$ cat config.mk
export PLATFORM = sky130hd
export DESIGN_NAME = debug_breakpoint_regs
export DESIGN_NICKNAME = d
export VERILOG_FILES = /design/src/rtl/debug_breakpoint_regs.v /design/src/rtl/dwatch_match.v /design/src/rtl/ibreak_match.v
export VERILOG_INCLUDE_DIRS = /design/src /design/src/rtl
export SDC_FILE = /design/constraint.sdc
export NUM_CORES = 2
export LEC_CHECK = 0
export ABC_AREA = 1
export BUFFER_PORTS_ARGS = -buffer_cell sky130_fd_sc_hd__clkbuf_2
export CORE_MARGIN = 2
export CORE_UTILIZATION = 38
export CTS_CLUSTER_DIAMETER = 30
export DETAILED_ROUTE_END_ITERATION = 7
export HOLD_SLACK_MARGIN = 0.08
export PLACE_DENSITY = 0.65
export REMOVE_ABC_BUFFERS = 1
export SYNTH_ARGS = -nofsm -noshare
export SYNTH_HDL_FRONTEND = slang
export SYNTH_SLANG_ARGS = --single-unit
export TNS_END_PERCENT = 1
$ cat constraint.sdc
create_clock -name SYS_CLK_IN -period 5.5 [get_ports SYS_CLK_IN]
set_clock_uncertainty 0.2 [all_clocks]
set_input_delay 1.1 -clock SYS_CLK_IN [delete_from_list [all_inputs] [get_ports SYS_CLK_IN]]
set_output_delay 1.1 -clock SYS_CLK_IN [all_outputs]
set_load 0.05 [all_outputs]
$ cat src/rtl/debug_breakpoint_consts.vh
// constants for the tile debug register bank
`ifndef DEBUG_BREAKPOINT_CONSTS_VH
`define DEBUG_BREAKPOINT_CONSTS_VH

// register indices on the debug register port
`define DBG_IDX_TARGET_SEL   8'h14
`define DBG_IDX_CAUSE        8'h15
`define DBG_IDX_INFO         8'h16
`define DBG_IDX_STOP_MASK    8'h18
`define DBG_IDX_SCRATCH      8'h20
`define DBG_IDX_IBRK_ADDR    8'h30
`define DBG_IDX_IBRK_CTRL    8'h40
`define DBG_IDX_DW_ADDR1     8'h50
`define DBG_IDX_DW_ADDR2     8'h60
`define DBG_IDX_DW_CTRL      8'h70

// group decodes: scratch uses index[7:3], breakpoint banks index[7:2]
`define DBG_GRP8_SCRATCH     5'h04
`define DBG_GRP4_IBRK_ADDR   6'h0C
`define DBG_GRP4_IBRK_CTRL   6'h10
`define DBG_GRP4_DW_ADDR1    6'h14
`define DBG_GRP4_DW_ADDR2    6'h18
`define DBG_GRP4_DW_CTRL     6'h1C

// scratch window in the tile configuration space
`define CFG_GRP8_SCRATCH     5'h04

// writable bit masks, reserved bits stay zero
`define DBG_MASK_TARGET_SEL  32'h0000001F
`define DBG_MASK_CAUSE       32'h0003FF07
`define DBG_MASK_STOP        32'h000000FF
`define DBG_MASK_IBRK_CTRL   32'h00FF0003
`define DBG_MASK_DW_CTRL     32'h00FF0007

// field positions
`define DBG_CAUSE_LSB        0
`define DBG_THREAD_LSB       8
`define DBG_BRKNUM_LSB       16
`define DBG_CTRL_ENABLE      0
`define DBG_CTRL_COND        1
`define DBG_CTRL_LOAD        2
`define DBG_CTRL_THR_LSB     16

// cause codes
`define DBG_CAUSE_HOST       3'h1
`define DBG_CAUSE_TRAP       3'h2
`define DBG_CAUSE_IBREAK     3'h3
`define DBG_CAUSE_DWATCH     3'h4
`define DBG_CAUSE_RWATCH     3'h5

// reset values
`define DBG_RESET_WORD       32'h00000000
`define DBG_RESET_MASK8      8'h00

`endif

$ cat src/rtl/debug_breakpoint_regs.v
// tile debug register bank with breakpoints and watchpoints
//
// Summary of operation
// five-bit target register index, upper bits reserved
// record three-bit cause code on debug interrupt
// record breakpoint number, zero for host/trap
// simultaneous hits report the lowest number
// record causing thread, zero for host
// capture access address or resource identifier
// per-thread stop mask holds threads outside debug
// masked threads stay suspended after debug return
// eight scratch words, also in config space
// compare program counter with enabled breakpoints
// four breakpoints, own address and control
// per-thread enable field, reset to zero
// condition bit selects equal or unequal match
// bit zero enables breakpoint, reset to zero
// four data watch first-address registers
// four data watch second-address registers
// condition bit selects and or or
// fire only for enabled thread and breakpoint
// reserved bits read zero, writes ignored
`include "debug_breakpoint_consts.vh"
module debug_breakpoint_regs (
  input  wire        SYS_CLK_IN,            // core clock
  input  wire        RST_N_IN,              // synchronous reset, active low
  input  wire        REG_WR_IN,             // debug register write strobe
  input  wire        REG_RD_IN,             // debug register read strobe
  input  wire [7:0]  REG_ADDR_IN,           // debug register index
  input  wire [31:0] REG_WDATA_IN,          // debug register write data
  output reg  [31:0] REG_RDATA_OUT,         // debug register read data
  output reg         REG_RVALID_OUT,        // read data valid pulse
  input  wire        CFG_WR_IN,             // tile config write strobe
  input  wire        CFG_RD_IN,             // tile config read strobe
  input  wire [7:0]  CFG_ADDR_IN,           // tile config index
  input  wire [31:0] CFG_WDATA_IN,          // tile config write data
  output reg  [31:0] CFG_RDATA_OUT,         // tile config read data
  output reg         CFG_RVALID_OUT,        // config read valid pulse
  input  wire        HOST_REQ_IN,           // host debug request pulse
  input  wire        TRAP_VALID_IN,         // debug trap instruction issued
  input  wire [2:0]  TRAP_THREAD_IN,        // thread of the trap
  input  wire        PC_VALID_IN,           // instruction issue
  input  wire [31:0] PC_IN,                 // program counter
  input  wire [2:0]  PC_THREAD_IN,          // thread of the instruction
  input  wire        MEM_VALID_IN,          // memory access issue
  input  wire        MEM_LOAD_IN,           // access is a load
  input  wire [31:0] MEM_ADDR_IN,           // effective address
  input  wire [2:0]  MEM_THREAD_IN,         // thread of the access
  input  wire        RES_HIT_IN,            // resource watch hit
  input  wire [1:0]  RES_INDEX_IN,          // resource watch number
  input  wire [31:0] RES_ID_IN,             // resource identifier
  input  wire [2:0]  RES_THREAD_IN,         // thread of the resource hit
  input  wire        DEBUG_RETURN_IN,       // return from debug pulse
  output reg         DEBUG_INT_OUT,         // debug interrupt pulse
  output reg         DEBUG_MODE_OUT,        // tile in debug mode
  output reg  [7:0]  THREAD_HOLD_OUT,       // threads kept from running
  output reg  [4:0]  TARGET_REG_INDEX_OUT   // register index for fetch
);

  // register storage
  reg  [31:0]  target_sel_reg;
  reg  [31:0]  target_sel_next;
  reg  [31:0]  cause_reg;
  reg  [31:0]  cause_next;
  reg  [31:0]  info_reg;
  reg  [31:0]  info_next;
  reg  [7:0]   stop_mask_reg;
  reg  [7:0]   stop_mask_next;
  reg          debug_mode_reg;
  reg          debug_mode_next;
  reg  [31:0]  scratch_reg [0:7];
  reg  [31:0]  ibrk_addr_reg [0:3];
  reg  [31:0]  ibrk_ctrl_reg [0:3];
  reg  [31:0]  dw_addr1_reg [0:3];
  reg  [31:0]  dw_addr2_reg [0:3];
  reg  [31:0]  dw_ctrl_reg [0:3];

  // flattened views and per-entry strobes
  wire [127:0] ibrk_addr_flat;
  wire [127:0] ibrk_ctrl_flat;
  wire [127:0] dw_addr1_flat;
  wire [127:0] dw_addr2_flat;
  wire [127:0] dw_ctrl_flat;
  wire [7:0]   scr_reg_we;
  wire [7:0]   scr_cfg_we;
  wire [3:0]   ibrk_addr_we;
  wire [3:0]   ibrk_ctrl_we;
  wire [3:0]   dw_addr1_we;
  wire [3:0]   dw_addr2_we;
  wire [3:0]   dw_ctrl_we;
  wire [3:0]   ibrk_hit;
  wire [3:0]   dw_hit;

  // event selection
  reg          ev_fire;
  reg  [2:0]   ev_cause;
  reg  [2:0]   ev_thread;
  reg  [1:0]   ev_num;
  reg          ev_data_we;
  reg  [31:0]  ev_data;
  reg  [31:0]  reg_rd_mux;
  reg  [31:0]  cfg_rd_mux;

  integer      k;

  wire         wr_target  = REG_WR_IN & (REG_ADDR_IN == `DBG_IDX_TARGET_SEL);
  wire         wr_cause   = REG_WR_IN & (REG_ADDR_IN == `DBG_IDX_CAUSE);
  wire         wr_info    = REG_WR_IN & (REG_ADDR_IN == `DBG_IDX_INFO);
  wire         wr_stop    = REG_WR_IN & (REG_ADDR_IN == `DBG_IDX_STOP_MASK);
  wire         reg_scr    = (REG_ADDR_IN[7:3] == `DBG_GRP8_SCRATCH);
  wire         cfg_scr    = (CFG_ADDR_IN[7:3] == `CFG_GRP8_SCRATCH);

  genvar g;
  generate
    for (g = 0; g < 8; g = g + 1) begin : g_scr
      assign scr_reg_we[g] = REG_WR_IN & reg_scr & (REG_ADDR_IN[2:0] == g);
      assign scr_cfg_we[g] = CFG_WR_IN & cfg_scr & (CFG_ADDR_IN[2:0] == g);
    end
    for (g = 0; g < 4; g = g + 1) begin : g_brk
      assign ibrk_addr_we[g] = REG_WR_IN & (REG_ADDR_IN[7:2] == `DBG_GRP4_IBRK_ADDR) & (REG_ADDR_IN[1:0] == g);
      assign ibrk_ctrl_we[g] = REG_WR_IN & (REG_ADDR_IN[7:2] == `DBG_GRP4_IBRK_CTRL) & (REG_ADDR_IN[1:0] == g);
      assign dw_addr1_we[g]  = REG_WR_IN & (REG_ADDR_IN[7:2] == `DBG_GRP4_DW_ADDR1) & (REG_ADDR_IN[1:0] == g);
      assign dw_addr2_we[g]  = REG_WR_IN & (REG_ADDR_IN[7:2] == `DBG_GRP4_DW_ADDR2) & (REG_ADDR_IN[1:0] == g);
      assign dw_ctrl_we[g]   = REG_WR_IN & (REG_ADDR_IN[7:2] == `DBG_GRP4_DW_CTRL) & (REG_ADDR_IN[1:0] == g);
      assign ibrk_addr_flat[32*g +: 32] = ibrk_addr_reg[g];
      assign ibrk_ctrl_flat[32*g +: 32] = ibrk_ctrl_reg[g];
      assign dw_addr1_flat[32*g +: 32]  = dw_addr1_reg[g];
      assign dw_addr2_flat[32*g +: 32]  = dw_addr2_reg[g];
      assign dw_ctrl_flat[32*g +: 32]   = dw_ctrl_reg[g];
    end
  endgenerate

  ibreak_match u_ibreak (
    .pc_valid_in  (PC_VALID_IN),
    .pc_in        (PC_IN),
    .thread_in    (PC_THREAD_IN),
    .addr_flat_in (ibrk_addr_flat),
    .ctrl_flat_in (ibrk_ctrl_flat),
    .hit_out      (ibrk_hit)
  );

  dwatch_match u_dwatch (
    .mem_valid_in  (MEM_VALID_IN),
    .mem_load_in   (MEM_LOAD_IN),
    .mem_addr_in   (MEM_ADDR_IN),
    .thread_in     (MEM_THREAD_IN),
    .addr1_flat_in (dw_addr1_flat),
    .addr2_flat_in (dw_addr2_flat),
    .ctrl_flat_in  (dw_ctrl_flat),
    .hit_out       (dw_hit)
  );

  // lowest set bit of a hit vector
  function [1:0] lowest_hit;
    input [3:0] v;
    begin
      if (v[0])
        lowest_hit = 2'h0;
      else if (v[1])
        lowest_hit = 2'h1;
      else if (v[2])
        lowest_hit = 2'h2;
      else
        lowest_hit = 2'h3;
    end
  endfunction

  // pick one debug event; nothing is taken while already in debug mode
  always @* begin
    ev_fire    = 1'b0;
    ev_cause   = 3'h0;
    ev_thread  = 3'h0;
    ev_num     = 2'h0;
    ev_data_we = 1'b0;
    ev_data    = `DBG_RESET_WORD;
    if (!debug_mode_reg) begin
      if (HOST_REQ_IN) begin
        ev_fire  = 1'b1;
        ev_cause = `DBG_CAUSE_HOST;
      end else if (TRAP_VALID_IN) begin
        ev_fire   = 1'b1;
        ev_cause  = `DBG_CAUSE_TRAP;
        ev_thread = TRAP_THREAD_IN;
      end else if (|ibrk_hit) begin
        ev_fire   = 1'b1;
        ev_cause  = `DBG_CAUSE_IBREAK;
        ev_thread = PC_THREAD_IN;
        ev_num    = lowest_hit(ibrk_hit);
      end else if (|dw_hit) begin
        ev_fire    = 1'b1;
        ev_cause   = `DBG_CAUSE_DWATCH;
        ev_thread  = MEM_THREAD_IN;
        ev_num     = lowest_hit(dw_hit);
        ev_data_we = 1'b1;
        ev_data    = MEM_ADDR_IN;
      end else if (RES_HIT_IN) begin
        ev_fire    = 1'b1;
        ev_cause   = `DBG_CAUSE_RWATCH;
        ev_thread  = RES_THREAD_IN;
        ev_num     = RES_INDEX_IN;
        ev_data_we = 1'b1;
        ev_data    = RES_ID_IN;
      end
    end
  end

  // next values for single registers; hardware capture beats a software write
  always @* begin
    target_sel_next = target_sel_reg;
    if (wr_target)
      target_sel_next = REG_WDATA_IN & `DBG_MASK_TARGET_SEL;
    cause_next = cause_reg;
    if (ev_fire) begin
      cause_next = `DBG_RESET_WORD;
      cause_next[`DBG_CAUSE_LSB +: 3]  = ev_cause;
      cause_next[`DBG_THREAD_LSB +: 8] = {5'h00, ev_thread};
      cause_next[`DBG_BRKNUM_LSB +: 2] = ev_num;
    end else if (wr_cause) begin
      cause_next = REG_WDATA_IN & `DBG_MASK_CAUSE;
    end
    info_next = info_reg;
    if (ev_data_we)
      info_next = ev_data;
    else if (wr_info)
      info_next = REG_WDATA_IN;
    stop_mask_next = stop_mask_reg;
    if (wr_stop)
      stop_mask_next = REG_WDATA_IN[7:0];
    debug_mode_next = debug_mode_reg;
    if (ev_fire)
      debug_mode_next = 1'b1;
    else if (DEBUG_RETURN_IN)
      debug_mode_next = 1'b0;
  end

  always @(posedge SYS_CLK_IN) begin
    if (!RST_N_IN) begin
      target_sel_reg <= `DBG_RESET_WORD;
      cause_reg      <= `DBG_RESET_WORD;
      info_reg       <= `DBG_RESET_WORD;
      stop_mask_reg  <= `DBG_RESET_MASK8;
      debug_mode_reg <= 1'b0;
    end else begin
      target_sel_reg <= target_sel_next;
      cause_reg      <= cause_next;
      info_reg       <= info_next;
      stop_mask_reg  <= stop_mask_next;
      debug_mode_reg <= debug_mode_next;
    end
  end

  // indexed storage; the debug port wins a same-cycle scratch collision
  always @(posedge SYS_CLK_IN) begin
    if (!RST_N_IN) begin
      for (k = 0; k < 8; k = k + 1)
        scratch_reg[k] <= `DBG_RESET_WORD;
      for (k = 0; k < 4; k = k + 1) begin
        ibrk_addr_reg[k] <= `DBG_RESET_WORD;
        ibrk_ctrl_reg[k] <= `DBG_RESET_WORD;
        dw_addr1_reg[k]  <= `DBG_RESET_WORD;
        dw_addr2_reg[k]  <= `DBG_RESET_WORD;
        dw_ctrl_reg[k]   <= `DBG_RESET_WORD;
      end
    end else begin
      for (k = 0; k < 8; k = k + 1) begin
        if (scr_reg_we[k])
          scratch_reg[k] <= REG_WDATA_IN;
        else if (scr_cfg_we[k])
          scratch_reg[k] <= CFG_WDATA_IN;
      end
      for (k = 0; k < 4; k = k + 1) begin
        if (ibrk_addr_we[k])
          ibrk_addr_reg[k] <= REG_WDATA_IN;
        if (ibrk_ctrl_we[k])
          ibrk_ctrl_reg[k] <= REG_WDATA_IN & `DBG_MASK_IBRK_CTRL;
        if (dw_addr1_we[k])
          dw_addr1_reg[k] <= REG_WDATA_IN;
        if (dw_addr2_we[k])
          dw_addr2_reg[k] <= REG_WDATA_IN;
        if (dw_ctrl_we[k])
          dw_ctrl_reg[k] <= REG_WDATA_IN & `DBG_MASK_DW_CTRL;
      end
    end
  end

  // read decode; unmapped indices read zero
  always @* begin
    reg_rd_mux = `DBG_RESET_WORD;
    case (REG_ADDR_IN[7:2])
      `DBG_GRP4_IBRK_ADDR: reg_rd_mux = ibrk_addr_reg[REG_ADDR_IN[1:0]];
      `DBG_GRP4_IBRK_CTRL: reg_rd_mux = ibrk_ctrl_reg[REG_ADDR_IN[1:0]];
      `DBG_GRP4_DW_ADDR1:  reg_rd_mux = dw_addr1_reg[REG_ADDR_IN[1:0]];
      `DBG_GRP4_DW_ADDR2:  reg_rd_mux = dw_addr2_reg[REG_ADDR_IN[1:0]];
      `DBG_GRP4_DW_CTRL:   reg_rd_mux = dw_ctrl_reg[REG_ADDR_IN[1:0]];
      default: begin
        if (reg_scr)
          reg_rd_mux = scratch_reg[REG_ADDR_IN[2:0]];
        else if (REG_ADDR_IN == `DBG_IDX_TARGET_SEL)
          reg_rd_mux = target_sel_reg;
        else if (REG_ADDR_IN == `DBG_IDX_CAUSE)
          reg_rd_mux = cause_reg;
        else if (REG_ADDR_IN == `DBG_IDX_INFO)
          reg_rd_mux = info_reg;
        else if (REG_ADDR_IN == `DBG_IDX_STOP_MASK)
          reg_rd_mux = {24'h000000, stop_mask_reg};
        else
          reg_rd_mux = `DBG_RESET_WORD;
      end
    endcase
    cfg_rd_mux = `DBG_RESET_WORD;
    if (cfg_scr)
      cfg_rd_mux = scratch_reg[CFG_ADDR_IN[2:0]];
  end

  // registered outputs
  always @(posedge SYS_CLK_IN) begin
    if (!RST_N_IN) begin
      REG_RDATA_OUT        <= `DBG_RESET_WORD;
      REG_RVALID_OUT       <= 1'b0;
      CFG_RDATA_OUT        <= `DBG_RESET_WORD;
      CFG_RVALID_OUT       <= 1'b0;
      DEBUG_INT_OUT        <= 1'b0;
      DEBUG_MODE_OUT       <= 1'b0;
      THREAD_HOLD_OUT      <= `DBG_RESET_MASK8;
      TARGET_REG_INDEX_OUT <= 5'h00;
    end else begin
      REG_RDATA_OUT        <= REG_RD_IN ? reg_rd_mux : `DBG_RESET_WORD;
      REG_RVALID_OUT       <= REG_RD_IN;
      CFG_RDATA_OUT        <= CFG_RD_IN ? cfg_rd_mux : `DBG_RESET_WORD;
      CFG_RVALID_OUT       <= CFG_RD_IN;
      DEBUG_INT_OUT        <= ev_fire;
      DEBUG_MODE_OUT       <= debug_mode_next;
      THREAD_HOLD_OUT      <= debug_mode_next ? `DBG_RESET_MASK8 : stop_mask_next;
      TARGET_REG_INDEX_OUT <= target_sel_next[4:0];
    end
  end

endmodule // debug_breakpoint_regs

$ cat src/rtl/dwatch_match.v
// four data watchpoint comparators
`include "debug_breakpoint_consts.vh"
module dwatch_match (
  input  wire         mem_valid_in,   // a memory access issues
  input  wire         mem_load_in,    // access is a load
  input  wire [31:0]  mem_addr_in,    // effective address
  input  wire [2:0]   thread_in,      // issuing thread
  input  wire [127:0] addr1_flat_in,  // four first addresses
  input  wire [127:0] addr2_flat_in,  // four second addresses
  input  wire [127:0] ctrl_flat_in,   // four control words
  output wire [3:0]   hit_out         // per watchpoint hit
);
  genvar i;
  generate
    for (i = 0; i < 4; i = i + 1) begin : g_watch
      wire [31:0] a1_w   = addr1_flat_in[32*i +: 32];
      wire [31:0] a2_w   = addr2_flat_in[32*i +: 32];
      wire [31:0] ctrl_w = ctrl_flat_in[32*i +: 32];
      // condition a: at or above first, b: at or below second
      wire        ca_w   = (mem_addr_in >= a1_w);
      wire        cb_w   = (mem_addr_in <= a2_w);
      wire        comb_w = ctrl_w[`DBG_CTRL_COND] ? (ca_w | cb_w) : (ca_w & cb_w);
      wire        kind_w = ctrl_w[`DBG_CTRL_LOAD] ? mem_load_in : ~mem_load_in;
      wire        thr_w  = ctrl_w[`DBG_CTRL_THR_LSB + thread_in];
      assign hit_out[i] = mem_valid_in & ctrl_w[`DBG_CTRL_ENABLE] & thr_w & kind_w & comb_w;
    end
  endgenerate
endmodule // dwatch_match

$ cat src/rtl/ibreak_match.v
// four instruction breakpoint comparators
`include "debug_breakpoint_consts.vh"
module ibreak_match (
  input  wire         pc_valid_in,   // an instruction issues
  input  wire [31:0]  pc_in,         // its program counter
  input  wire [2:0]   thread_in,     // issuing thread
  input  wire [127:0] addr_flat_in,  // four compare addresses
  input  wire [127:0] ctrl_flat_in,  // four control words
  output wire [3:0]   hit_out        // per breakpoint hit
);
  genvar i;
  generate
    for (i = 0; i < 4; i = i + 1) begin : g_brk
      wire [31:0] addr_w = addr_flat_in[32*i +: 32];
      wire [31:0] ctrl_w = ctrl_flat_in[32*i +: 32];
      wire        eq_w   = (pc_in == addr_w);
      wire        thr_w  = ctrl_w[`DBG_CTRL_THR_LSB + thread_in];
      wire        cond_w = ctrl_w[`DBG_CTRL_COND] ? ~eq_w : eq_w;
      assign hit_out[i] = pc_valid_in & ctrl_w[`DBG_CTRL_ENABLE] & thr_w & cond_w;
    end
  endgenerate
endmodule // ibreak_match

==> metrics.cfg <==
[synth]
ys_ff_latch = 858
yosysTopAreaCell = edfxtp_1
synth_most_common_cell = nand2_1
syn-instance-count = 5423
synthArstFlopShare_pct = 0
yosysSeqAreaShare_pct = 50.4
yosysUniqueCellTypes = 59
ys_warn_count = 0
syn_area_per_cell_um2 = 8.93
synth_area_leaders = edfxtp_1, nand2_1, ha_1, dfxtp_1, nor2_1
synthesis.area_mm2 = 0.0484
synth_edf_count = 724
ys.flop_type = edfxtp_1
synthTopCellsByCount = nand2_1, edfxtp_1, nor2_1
synth_top_area_share_pct = 44.9

[flow_run]
maxCapViolCount = 0

[detailed_routing]
drt_iter0_markers = 6893
detail_route.wl_per_cell_um = 26.8
ant_nets = 0
wl_um = 202000
vias = 45037
viasPerCell = 5.96
drt_pass1_iterations = 8
drc = 0

[setup_path]
cp.required_ns = 6.01
r2r_slack_ns = 1.03
rr_worst_depth = 19
crit_slowest_cell = nor2_4
slowest_delay_ns = 0.90
r2r-start = dw_addr2_reg[3][13]$_SDFFCE_PN0P_
crit_family = simple AND/OR/NAND/NOR gates
crit_top_cell = nand2_1
cp_max_fo = 45
crit_type = primary input to flop
crit_buf_inv = 1
critPathArrivalTime_ns = 5.18
r2r-end = info_reg[4]$_SDFFE_PN0P_
critPathLaunchType = primary input
crit_chain = clkbuf_2 -> ha_1 -> nand2_1 -> o21ai_0 -> a21oi_1 -> nand2_1 -> nand2_1 -> nand2_1 -> nand2_1 -> nand2_1 -> nand2_1 -> nand2_1 -> nand2_1 -> nor2_4 -> nand2_2 -> nand2_4 -> nand2_4 -> o21ai_0 -> a21oi_1
end_kind = flop

[die]
ios = 284
initial_core_util_pct = 38.1
num_rows = 131
core_area_mm2 = 0.127
die_y_um = 361
die_w_um = 361
die_area_mm2 = 0.130

[finish]
design_area_mm2 = 0.0593
final_util_pct = 46.7
synthToLayoutAreaGrowth_pct = 22.5
final_nets = 6165
largest_reg_flops = 256
drive_above_1_share_pct = 15.0
fillerInstances = 11687

[power_and_ir_drop]
power.total_mw = 22.5
power_leakage_nw = 24.2
pwr_density_cell_mw_per_mm2 = 379
ir_drop_uv = 351

[sta]
tightest_slew_ns = 1.21
fmax_mhz = 214
fin_crit_sh_pct = 85.0
finalWorstSetupSlack_ns = 0.827
slew-limit-headroom_pct = 19.2
rsz0062_at_grt = no
setup_viol = 0
period_minus_slack_ns = 4.67
holdWs_ns = 0.279
finalMaxSlewViolations = 0
hold_viol_final = 0

[grt]
gr-total-overflow = 0
grt_max_degree = 103
antenna_found_initial = 11
grt.total_usage_pct = 30.3
grt_pass1_vias = 42510
grt_pass1_wl_um = 289000

[status]
status = finished, final reports clean

[place]
pre_cts_ws_ns = 0.0918
detailed_place_hpwl_um = 142000
gp_congestion = 1.02
place_area_mm2 = 0.0519
io_buffers = 283

[clock_tree]
cts_sinks = 858
post-cts-setup-buffers = 0
h-tree-depth = 4
cts.reportedPaths.clkPinSlew_ns = 0.05
clockRootBuffer = clkbuf_16
numCtsBuffers = 208
cts_buffer_depth = 3
hold_buffers = 0
cts_resized = 0
clk_latency_ns = 0.84
cts_tree = done

[hold_path]
hold_depth = 3
hp-class = primary input to flop
hold_path_end = CFG_RVALID_OUT$_SDFF_PN0_
worstHoldStart = CFG_RD_IN

cell usage in the layout (no fill, tap or decap), types with 21 or more instances in the layout:
master,count
clkbuf_2,282
inv_2,21
xnor2_1,104
clkinv_1,22
clkinv_2,31
o22ai_1,203
nor3_1,31
a221oi_1,100
nand4_1,51
a22oi_1,214
ha_1,256
a41oi_1,23
nand2_1,912
nor2_1,694
dfxtp_1,134
clkbuf_16,209
clkbuf_1,21
o21ai_0,350
clkinvlp_4,23
bufinv_16,32
nand3_1,233
buf_4,134
edfxtp_1,724
inv_1,565
a21oi_1,213
layer usage:
| layer | wire length, um | GRT usage (%) |
|---|---|---|
| met4 | 11700 | 16.1 |
| met5 | 80 | 0 |
| met2 | 86000 | 44.7 |
| met1 | 76500 | 39.8 |
| met3 | 28100 | 9.12 |
power breakdown:
group,leakage [nW],total [mW],internal (mW),switching [mW]
combinational,12.7,2.11,0.606,1.50
sequential,7.97,7.55,7.38,0.164
clock,3.56,12.9,8.61,4.25
total,24.2,22.5,16.6,5.92
layout make-up:
| cell class | instances | area (um^2) | area share, % |
|---|---|---|---|
| repair buffers | 432 | 2740 | 4.61 |
| clock inverters | 158 | 2020 | 3.40 |
| diodes | 5 | 12.5 | 0.0211 |
| flip-flops and latches | 858 | 24400 | 41.2 |
| multi-input cells | 3615 | 20400 | 34.4 |
| well taps | 1662 | 2080 | 3.50 |
| clock buffers | 237 | 5410 | 9.11 |
| inverters | 591 | 2230 | 3.75 |
stage by stage:
stage               TNS [ns]  instances
global placement           0       7158
detailed placement         0       7158
global route               0       7553
floorplan           -1751.93       5064
CTS                        0       7553
finish                     0       7558
how the worst max path moves through the flow:
stage / startpoint / endpoint / slack, ns / cells past startpoint
finish: MEM_ADDR_IN[15] / info_reg[4]$_SDFFE_PN0P_ / 0.83 / 19
CTS: MEM_ADDR_IN[15] / info_reg[4]$_SDFFE_PN0P_ / 0.93 / 19
global route: MEM_ADDR_IN[15] / info_reg[16]$_SDFFE_PN0P_ / 0.50 / 21
global placement: MEM_ADDR_IN[13] / info_reg[0]$_SDFFE_PN0P_ / 0.13 / 21
floorplan: REG_ADDR_IN[0] / scratch_reg[1][0]$_SDFFCE_PN0P_ / -5.28 / 7
detailed placement: MEM_ADDR_IN[15] / info_reg[4]$_SDFFE_PN0P_ / 0.09 / 19
cells by family after synthesis:
logic type               synth area share (%)
adder cells (fa/ha/maj)                  6.61
AND/OR/NAND/NOR                          16.9
flip-flops                               50.4
buffers and inverters                    7.71
XOR/XNOR                                 1.88
AO/OA/AOI/OAI                            16.5
worst min-delay path: stages:
cell and delay [ns]:
clkbuf_2 0.07, nand2_1 0.04, inv_1 0.05
(Power assumes the default switching activity.)
